[src/srr_params.svh]
`ifndef SRR_PARAMS_SVH
`define SRR_PARAMS_SVH
`define SRR_CLK_PERIOD_NS   10
`define SRR_TRFC_NS         260
`define SRR_TRFC_CYC        ((`SRR_TRFC_NS + `SRR_CLK_PERIOD_NS - 1) / `SRR_CLK_PERIOD_NS)
`define SRR_TXS_EXTRA_NS    10
`define SRR_TXS_CYC         ((`SRR_TRFC_NS + `SRR_TXS_EXTRA_NS + `SRR_CLK_PERIOD_NS - 1) / `SRR_CLK_PERIOD_NS)
`define SRR_TXS_ABORT_NS    40
`define SRR_TXS_ABORT_CYC   ((`SRR_TXS_ABORT_NS + `SRR_CLK_PERIOD_NS - 1) / `SRR_CLK_PERIOD_NS)
`define SRR_TXSFAST_NS      40
`define SRR_TXSFAST_CYC     ((`SRR_TXSFAST_NS + `SRR_CLK_PERIOD_NS - 1) / `SRR_CLK_PERIOD_NS)
`define SRR_TXSDLL_CYC      768
`define SRR_TRP_NS          14
`define SRR_TRP_CYC         ((`SRR_TRP_NS + `SRR_CLK_PERIOD_NS - 1) / `SRR_CLK_PERIOD_NS)
`define SRR_TCKESR_CYC      6
`define SRR_TCKE_CYC        5
`define SRR_TCKSRE_CYC      10
`define SRR_TCKSRX_CYC      10
`define SRR_TREFI_NS        7800
`define SRR_TREFI_CYC       ((`SRR_TREFI_NS) / `SRR_CLK_PERIOD_NS)
`define SRR_POST_1X         8
`define SRR_ROW_W           15
`define SRR_CNT_W           16
`define SRR_DEBT_W          8
`endif

[src/srr_pkg.sv]
package srr_pkg;
    // refresh granularity: 1x, 2x, 4x
    typedef enum logic [1:0] {
        SRR_MODE_1X = 2'h0,
        SRR_MODE_2X = 2'h1,
        SRR_MODE_4X = 2'h2
    } srr_mode_t;
    // device state, one-hot
    typedef enum logic [4:0] {
        SRR_DEV_IDLE  = 5'h01,
        SRR_DEV_REF   = 5'h02,
        SRR_DEV_SREF  = 5'h04,
        SRR_DEV_EXIT  = 5'h08,
        SRR_DEV_DLL   = 5'h10
    } srr_dev_t;
    // controller state, one-hot
    typedef enum logic [5:0] {
        SRR_CTL_IDLE  = 6'h01,
        SRR_CTL_TRFC  = 6'h02,
        SRR_CTL_ENDES = 6'h04,
        SRR_CTL_SREF  = 6'h08,
        SRR_CTL_CKRUN = 6'h10,
        SRR_CTL_EXIT  = 6'h20
    } srr_ctl_t;
endpackage

[src/srr_link_if.sv]
`timescale 1ns/100ps
// command/address bus between controller and device
interface srr_link_if;
    logic                    cs_n;
    logic                    act_n;
    logic                    ras_n;
    logic                    cas_n;
    logic                    we_n;
    logic                    cke;
    logic                    odt;
    logic                    ck_en;
    logic [14:0]             addr;
    modport ctl (output cs_n, act_n, ras_n, cas_n, we_n, cke, odt, ck_en, addr);
    modport dev (input  cs_n, act_n, ras_n, cas_n, we_n, cke, odt, ck_en, addr);
endinterface

[src/srr_controller.sv]
`timescale 1ns/100ps
`include "srr_params.svh"
// controller end: refresh scheduling with postpone/pull-in, self refresh
module srr_controller #(
    parameter int TREFI_CYC  = `SRR_TREFI_CYC,
    parameter int TXSDLL_CYC = `SRR_TXSDLL_CYC
) (
    input  wire logic                    clk_i,
    input  wire logic                    sys_rst_i,
    srr_link_if.ctl                      link,
    input  wire srr_pkg::srr_mode_t      mode_i,
    input  wire logic                    ref_req_i,
    input  wire logic                    sre_req_i,
    input  wire logic                    srx_req_i,
    input  wire logic                    abort_en_i,
    output logic                         idle_o,
    output logic                         in_sref_o,
    output logic [`SRR_DEBT_W-1:0]       debt_o
);
    srr_pkg::srr_ctl_t           state;
    logic [15:0]                 tmr;
    logic [15:0]                 refi_tmr;
    logic signed [`SRR_DEBT_W-1:0] debt;
    logic                        extra_owed;
    logic [`SRR_DEBT_W-1:0]      lim;
    logic                        tmr_done;
    logic                        must_ref;
    logic                        can_ref;
    logic                        go_ref;
    logic                        go_sre;
    logic [15:0]                 refi_cyc;
    logic [15:0]                 gap_tmr;

    // ------------------------------------------------------------------
    // debt limits
    // ------------------------------------------------------------------
    // postponement limit per mode
    assign lim = (mode_i == srr_pkg::SRR_MODE_4X) ? `SRR_DEBT_W'(4 * `SRR_POST_1X) :
                 (mode_i == srr_pkg::SRR_MODE_2X) ? `SRR_DEBT_W'(2 * `SRR_POST_1X) :
                 `SRR_DEBT_W'(`SRR_POST_1X);
    assign refi_cyc = (mode_i == srr_pkg::SRR_MODE_4X) ? 16'(TREFI_CYC / 4) :
                      (mode_i == srr_pkg::SRR_MODE_2X) ? 16'(TREFI_CYC / 2) :
                      16'(TREFI_CYC);
    assign tmr_done = (tmr == 16'h0000);
    // force refresh one short of the limit, keeps gap under limit+1
    // also force after eight 1x intervals, whatever the pull-in credit
    assign must_ref = (debt >= $signed(lim - `SRR_DEBT_W'(1))) ||
                      (gap_tmr >= 16'(`SRR_POST_1X * TREFI_CYC));
    // pull-in beyond limit gives no credit, so stop there
    // never more than lim early also caps bursts
    assign can_ref  = (debt > -$signed(lim));
    // only from idle, where all banks are precharged
    assign go_ref   = (state == srr_pkg::SRR_CTL_IDLE) &&
                      (must_ref || extra_owed || (ref_req_i && can_ref)) && tmr_done;
    // reentry only after the extra refresh
    assign go_sre   = (state == srr_pkg::SRR_CTL_IDLE) && sre_req_i && !go_ref
                      && !extra_owed && tmr_done;

    // ------------------------------------------------------------------
    // sequencing
    // ------------------------------------------------------------------
    always_ff @(posedge clk_i or posedge sys_rst_i) begin
        if (sys_rst_i) begin
            state      <= srr_pkg::SRR_CTL_IDLE;
            tmr        <= 16'(`SRR_TRP_CYC);
            extra_owed <= 1'b0;
        end else begin
            if (!tmr_done) begin
                tmr <= tmr - 16'h0001;
            end
            case (state)
                srr_pkg::SRR_CTL_IDLE: begin
                    if (go_ref) begin
                        state      <= srr_pkg::SRR_CTL_TRFC;
                        tmr        <= 16'(`SRR_TRFC_CYC - 1);
                        extra_owed <= 1'b0;
                    end else if (go_sre) begin
                        state <= srr_pkg::SRR_CTL_ENDES;
                        tmr   <= 16'(`SRR_TCKSRE_CYC);
                    end
                end
                srr_pkg::SRR_CTL_TRFC: begin
                    if (tmr_done) begin
                        state <= srr_pkg::SRR_CTL_IDLE;
                    end
                end
                srr_pkg::SRR_CTL_ENDES: begin
                    state <= srr_pkg::SRR_CTL_SREF;
                end
                srr_pkg::SRR_CTL_SREF: begin
                    // stay at least tCKESR and tCKSRE
                    if (tmr_done && srx_req_i) begin
                        state <= srr_pkg::SRR_CTL_CKRUN;
                        tmr   <= 16'(`SRR_TCKSRX_CYC);
                    end
                end
                srr_pkg::SRR_CTL_CKRUN: begin
                    // clock stable tCKSRX before cke rises
                    if (tmr_done) begin
                        state      <= srr_pkg::SRR_CTL_EXIT;
                        extra_owed <= 1'b1;
                        // full wait covers tXS and tXS_abort
                        tmr        <= 16'(TXSDLL_CYC - 1);
                    end
                end
                srr_pkg::SRR_CTL_EXIT: begin
                    if (tmr_done) begin
                        state <= srr_pkg::SRR_CTL_IDLE;
                    end
                end
                default: state <= srr_pkg::SRR_CTL_IDLE;
            endcase
        end
    end

    // interval timer and signed debt; self refresh clears the debt
    always_ff @(posedge clk_i or posedge sys_rst_i) begin
        if (sys_rst_i) begin
            refi_tmr <= 16'h0000;
            debt     <= '0;
            gap_tmr  <= 16'h0000;
        end else begin
            refi_tmr <= (refi_tmr == 16'h0000) ? refi_cyc - 16'h0001 : refi_tmr - 16'h0001;
            // cycles since the last refresh, held at zero in self refresh
            gap_tmr  <= (go_ref || state == srr_pkg::SRR_CTL_SREF) ? 16'h0000
                                                                  : gap_tmr + 16'h0001;
            if (state == srr_pkg::SRR_CTL_SREF) begin
                debt <= '0;
            end else if (go_ref && refi_tmr != 16'h0000) begin
                debt <= debt - `SRR_DEBT_W'(1);
            end else if (!go_ref && refi_tmr == 16'h0000) begin
                debt <= debt + `SRR_DEBT_W'(1);
            end
        end
    end

    // ------------------------------------------------------------------
    // pin drive
    // ------------------------------------------------------------------
    always_ff @(posedge clk_i or posedge sys_rst_i) begin
        if (sys_rst_i) begin
            link.cs_n  <= 1'b1;
            link.act_n <= 1'b1;
            link.ras_n <= 1'b1;
            link.cas_n <= 1'b1;
            link.we_n  <= 1'b1;
            link.cke   <= 1'b0;
            link.odt   <= 1'b0;
            link.ck_en <= 1'b1;
            link.addr  <= '0;
            idle_o     <= 1'b0;
            in_sref_o  <= 1'b0;
            debt_o     <= '0;
        end else begin
            // refresh or entry code, else deselect
            link.cs_n  <= !(go_ref || go_sre);
            link.ras_n <= !(go_ref || go_sre);
            link.cas_n <= !(go_ref || go_sre);
            link.act_n <= 1'b1;
            link.we_n  <= 1'b1;
            // cke high and odt low through exit
            link.cke   <= !(go_sre || state == srr_pkg::SRR_CTL_ENDES ||
                            state == srr_pkg::SRR_CTL_SREF ||
                            (state == srr_pkg::SRR_CTL_CKRUN && !tmr_done));
            link.odt   <= 1'b0;
            // clock stopped only inside self refresh
            link.ck_en <= !(state == srr_pkg::SRR_CTL_SREF && tmr_done && !srx_req_i);
            link.addr  <= '0;
            idle_o     <= (state == srr_pkg::SRR_CTL_IDLE);
            in_sref_o  <= (state == srr_pkg::SRR_CTL_SREF);
            debt_o     <= debt;
        end
    end
endmodule

[src/flat_wrapper.sv]
// flat-port wrapper written by rule: the top's interface ports become plain ports
module srr_controller_flat 
#(
    parameter int TREFI_CYC  = `SRR_TREFI_CYC,
    parameter int TXSDLL_CYC = `SRR_TXSDLL_CYC
)
  (clk_i, sys_rst_i, mode_i, ref_req_i, sre_req_i, srx_req_i, abort_en_i, idle_o, in_sref_o, debt_o, link_cs_n, link_act_n, link_ras_n, link_cas_n, link_we_n, link_cke, link_odt, link_ck_en, link_addr);
  srr_link_if link_i ();
  input  wire logic clk_i;
  input  wire logic sys_rst_i;
  input  wire srr_pkg::srr_mode_t mode_i;
  input  wire logic ref_req_i;
  input  wire logic sre_req_i;
  input  wire logic srx_req_i;
  input  wire logic abort_en_i;
  output logic idle_o;
  output logic in_sref_o;
  output logic [`SRR_DEBT_W-1:0] debt_o;
  output wire logic [$bits(link_i.cs_n)-1:0] link_cs_n;
  output wire logic [$bits(link_i.act_n)-1:0] link_act_n;
  output wire logic [$bits(link_i.ras_n)-1:0] link_ras_n;
  output wire logic [$bits(link_i.cas_n)-1:0] link_cas_n;
  output wire logic [$bits(link_i.we_n)-1:0] link_we_n;
  output wire logic [$bits(link_i.cke)-1:0] link_cke;
  output wire logic [$bits(link_i.odt)-1:0] link_odt;
  output wire logic [$bits(link_i.ck_en)-1:0] link_ck_en;
  output wire logic [$bits(link_i.addr)-1:0] link_addr;
  assign link_cs_n = link_i.cs_n;
  assign link_act_n = link_i.act_n;
  assign link_ras_n = link_i.ras_n;
  assign link_cas_n = link_i.cas_n;
  assign link_we_n = link_i.we_n;
  assign link_cke = link_i.cke;
  assign link_odt = link_i.odt;
  assign link_ck_en = link_i.ck_en;
  assign link_addr = link_i.addr;
  srr_controller #(.TREFI_CYC(TREFI_CYC), .TXSDLL_CYC(TXSDLL_CYC)) u_core (.clk_i(clk_i), .sys_rst_i(sys_rst_i), .link(link_i), .mode_i(mode_i), .ref_req_i(ref_req_i), .sre_req_i(sre_req_i), .srx_req_i(srx_req_i), .abort_en_i(abort_en_i), .idle_o(idle_o), .in_sref_o(in_sref_o), .debt_o(debt_o));
endmodule
[config.mk]
export PLATFORM = sky130hd
export DESIGN_NAME = srr_controller_flat
export DESIGN_NICKNAME = d
export VERILOG_FILES = /design/src/srr_pkg.sv /design/src/srr_link_if.sv /design/src/srr_controller.sv /design/src/flat_wrapper.sv
export VERILOG_INCLUDE_DIRS = /design/src /design/src/src
export SDC_FILE = /design/constraint.sdc
export NUM_CORES = 1
export LEC_CHECK = 0
export BUFFER_PORTS_ARGS = -buffer_cell sky130_fd_sc_hd__buf_4
export CELL_PAD_IN_SITES_DETAIL_PLACEMENT = 2
export CELL_PAD_IN_SITES_GLOBAL_PLACEMENT = 2
export CORE_MARGIN = 2
export CORE_UTILIZATION = 32
export CTS_CLUSTER_DIAMETER = 40
export DETAILED_ROUTE_END_ITERATION = 8
export PLACE_DENSITY = 0.82
export SYNTH_ARGS = -nofsm -noshare
export SYNTH_HDL_FRONTEND = slang
export SYNTH_SLANG_ARGS = --single-unit
[constraint.sdc]
create_clock -name clk_i -period 4 [get_ports clk_i]
set_input_delay 0.4 -clock clk_i [delete_from_list [all_inputs] [get_ports clk_i]]
set_output_delay 0.4 -clock clk_i [all_outputs]
set_load 0.01 [all_outputs]
==> impl_metrics.tcl <==
set metrics [dict create \
    worstPathMaxFanout 6 \
    wl_mm 11.6 \
    min_period_ns 3.90 \
    power.switching_mw 1.19 \
    area_growth_pct 20.3 \
    antenna_found_initial 0 \
    dp_slack_ns -0.377 \
    dr_total_vias 3313 \
    routedWlPerCell_um 17.7 \
    status "finished, final reports clean" \
    path_buf_inv 4 \
    ys.flop_type "dfrtp_1" \
    htree_num_levels 3 \
    drive_above_1_share 0.198 \
    synth_edf_count 0 \
    die_h_um 119 \
    clock_power_share 0.293 \
    fin_ws_ns 0.101 \
    cpPeakStageDelay_ns 0.44 \
    crit_path_cell_trace "buf_4 > inv_1 > ha_2 > inv_1 > ha_1 > nand4b_1 > a2111oi_4 > mux2_4 > o211ai_1 > nand3_1 > inv_2 > ha_4 > ha_1 > a21o_1 > a21oi_2 > nor2b_1 > o21ai_1 > mux2i_1 > nand2_1" \
    fill_cells 1444 \
    peakVddDrop_v 0.000210 \
    maxCapViolations 0 \
    p_per_area_nw_per_um2 672 \
    r2r_end "u_core.debt[6]" \
    slew_headroom 0.384 \
    cts-hold-fix-buffers 0 \
    synth.area.top_cells "dfrtp_1, ha_1, nor2_1" \
    ant_nets 0 \
    io_pins 41 \
    cts_made_buffers 9 \
    dr.first_iter.drc_count 71 \
    hp-class "input pin to async pin" \
    synth.distinct_cells 64 \
    reg2reg_depth 15 \
    die-area_um2 14300 \
    rsz0062_at_grt "true" \
    place.gp.congestion 0.763 \
    finish.net_count 507 \
    viasPerCell 5.04 \
    clk_path_buf_depth 2 \
    grtUsageTotal 0.175 \
    power_frac_seq 0.383 \
    finalClockSkew_ns 0.00803 \
    p_comb_frac 0.323 \
    grt-ovfl-total 0 \
    grt_pass1_vias 3822 \
    dr.pass1.iters 4 \
    worstMarginPinSlew_ns 0.924 \
    fp.dieW_um 119 \
    maxClockFrequency_mhz 256 \
    switching_share 0.345 \
    synthArstFlopShare 1.00 \
    row_count 42 \
    crit_type "input pin to flop" \
    grt_max_degree 52 \
    initial_core_util 0.324 \
    cp.required_ns 4.23 \
    utilization 0.390 \
    worst_path_max_delay_cell "a2111oi_4" \
    internal_power_mw 2.25 \
    slew_viol_final 0 \
    root_buffer "clkbuf_16" \
    synth_area_um2 4260 \
    netlist.area_leader.share 0.423 \
    leakagePower_nw 2.41 \
    clkSinkCount 76 \
    ys_ff_latch 76 \
    crit_end "u_core.debt[6]" \
    critPathArrivalTime_ns 4.13 \
    whs_ns 0.226 \
    setup_viol 0 \
    ys.warnings.count 0 \
    cp_top_family "compound AO/OA/AOI/OAI gates" \
    cp-end-kind "flop" \
    n_antenna_cell 0 \
    reg2reg_slack_ns 0.24 \
    avgSynthCellArea_um2 9.89 \
    core_area_um2 13100 \
    drc 0 \
    period_share 0.975 \
    clk_pin_slew_ns 0.06 \
    crit_start "mode_i[0]" \
    cp-start-kind "input pin" \
    synth_top_cell_by_area "dfrtp_1" \
    place_hpwl_mm 8.14 \
    r2r_start "u_core.debt[3]" \
    synth_cells 431 \
    clk_latency_ns 0.34 \
    timing.final.hold_violations 0 \
    grt_pass1_wl_mm 19.7 \
    worst-path-stages 19 \
    cts_tree "built" \
    port_buffers 21 \
    seq_area_frac_synth 0.447 \
]
==> layout by cell type, fill, tap and decap left out, types with 3 or more instances in the layout <==
| cell type | n |
|---|---|
| a21o_1 | 7 |
| a21oi_1 | 13 |
| a31oi_1 | 5 |
| and3_1 | 7 |
| buf_4 | 45 |
| bufinv_16 | 4 |
| clkbuf_16 | 9 |
| conb_1 | 19 |
| dfrtp_1 | 72 |
| dfstp_2 | 4 |
| ha_1 | 19 |
| inv_1 | 17 |
| mux2i_1 | 3 |
| nand2_1 | 26 |
| nand2b_1 | 5 |
| nand3_1 | 13 |
| nand4_1 | 4 |
| nor2_1 | 53 |
| nor2b_1 | 5 |
| nor3_1 | 18 |
| nor4_1 | 6 |
| o211ai_1 | 3 |
| o21ai_0 | 13 |
| o21bai_1 | 3 |
| o31a_1 | 3 |
| or3_1 | 3 |
| or4_1 | 4 |
| or4_4 | 3 |
| xnor2_1 | 18 |
| xor2_1 | 21 |
==> power by group through the flow <==
stage,logic [mW],clock network [mW],registers [mW]
final,1.11,1.01,1.32
after global routing,1.24,1.06,1.37
after CTS,1.10,1.03,1.32
after detailed placement,1.06,0,1.32
after global placement,0.968,0,1.29
after floorplan,0.730,0,1.25
==> sequential cells by signal, indices dropped and copies added, names as in the netlist <==
register and cells:
u_core.gap_tmr 16, u_core.refi_tmr 16, u_core.tmr 16, u_core.debt 8, u_core.debt_o 8, u_core.state 6
u_core.extra_owed 1, u_core.idle_o 1, u_core.in_sref_o 1, u_core.link.ck_en 1, u_core.link.cke 1, u_core.link.cs_n 1
==> cells in the mapped netlist, types with 3 or more instances <==
master / instances
a31oi_1: 5
nor3_1: 19
buf_4: 21
nand2b_1: 5
inv_1: 19
o21bai_1: 3
xnor2_1: 18
o211ai_1: 3
and3_1: 7
nand3_1: 13
o31a_1: 3
nand4_1: 4
dfrtp_1: 72
ha_1: 22
xor2_1: 21
a21o_1: 7
nand2_1: 27
or4_4: 3
nor2_1: 54
clkbuf_1: 4
mux2i_1: 3
nor2b_1: 5
or3_1: 3
a21oi_1: 15
or4_1: 4
dfstp_2: 4
o21ai_0: 14
a211oi_1: 3
nor4_1: 6
==> through the flow <==
step                power (mW)  std cells  cell area [µm²]  TNS, ns
floorplan                 1.98        448             4340        0
global placement          2.26        639             4690   -0.219
detailed placement        2.38        639             4690    -1.54
CTS                       3.45        655             5070        0
global route              3.67        657             5130   -0.330
finish                    3.44        657             5130        0
==> layer usage <==
layer / part of all wire / vias up / wire [µm] / GRT usage
li1: - / 1551 / - / -
met1: 0.41 / 1699 / 4720 / 0.199
met2: 0.55 / 48 / 6330 / 0.320
met3: 0.030 / 15 / 354 / 0.0417
met4: 0.017 / 0 / 200 / 0.0610
met5: 0 / - / 0 / 0
==> cell type report <==
type / count / area, µm² / share of cell area
flip-flops and latches: 76 / 1910 / 0.372
repair buffers: 45 / 338 / 0.0659
clock inverters: 4 / 120 / 0.0234
well taps: 176 / 220 / 0.0429
inverters: 21 / 81.3 / 0.0159
multi-input cells: 323 / 2220 / 0.432
clock buffers: 12 / 246 / 0.0481
==> how the worst min path moves through the flow <==
stage                       start                 end  slack [ns]  depth (start not counted)
6_report                sys_rst_i       u_core.tmr[5]        0.23                          2
5_1_grt                 sys_rst_i       u_core.tmr[5]        0.30                          2
4_1_cts                 sys_rst_i       u_core.tmr[5]        0.27                          2
3_5_place_dp   u_core.refi_tmr[0]  u_core.refi_tmr[0]        0.44                          1
3_3_place_gp   u_core.refi_tmr[0]  u_core.refi_tmr[0]        0.43                          1
2_1_floorplan      u_core.debt[7]    u_core.debt_o[7]        0.38                          0
==> logic make-up after synthesis <==
family | share of synthesized area
simple gates | 0.206
flops | 0.447
compound gates | 0.114
buf+inv | 0.0658
xor+xnor | 0.0802
fa+ha+maj | 0.0693
mux | 0.0159
other cells | 0.00176
==> repair_timing <==
item | 4_1_cts | 5_1_grt
resized for setup | 3 | 8
setup buffers | 0 | 2
pin swaps | 1 | 6
endpoints found under the setup margin | 4 | 5
No activity file was read; power rests on OpenSTA's default activity.
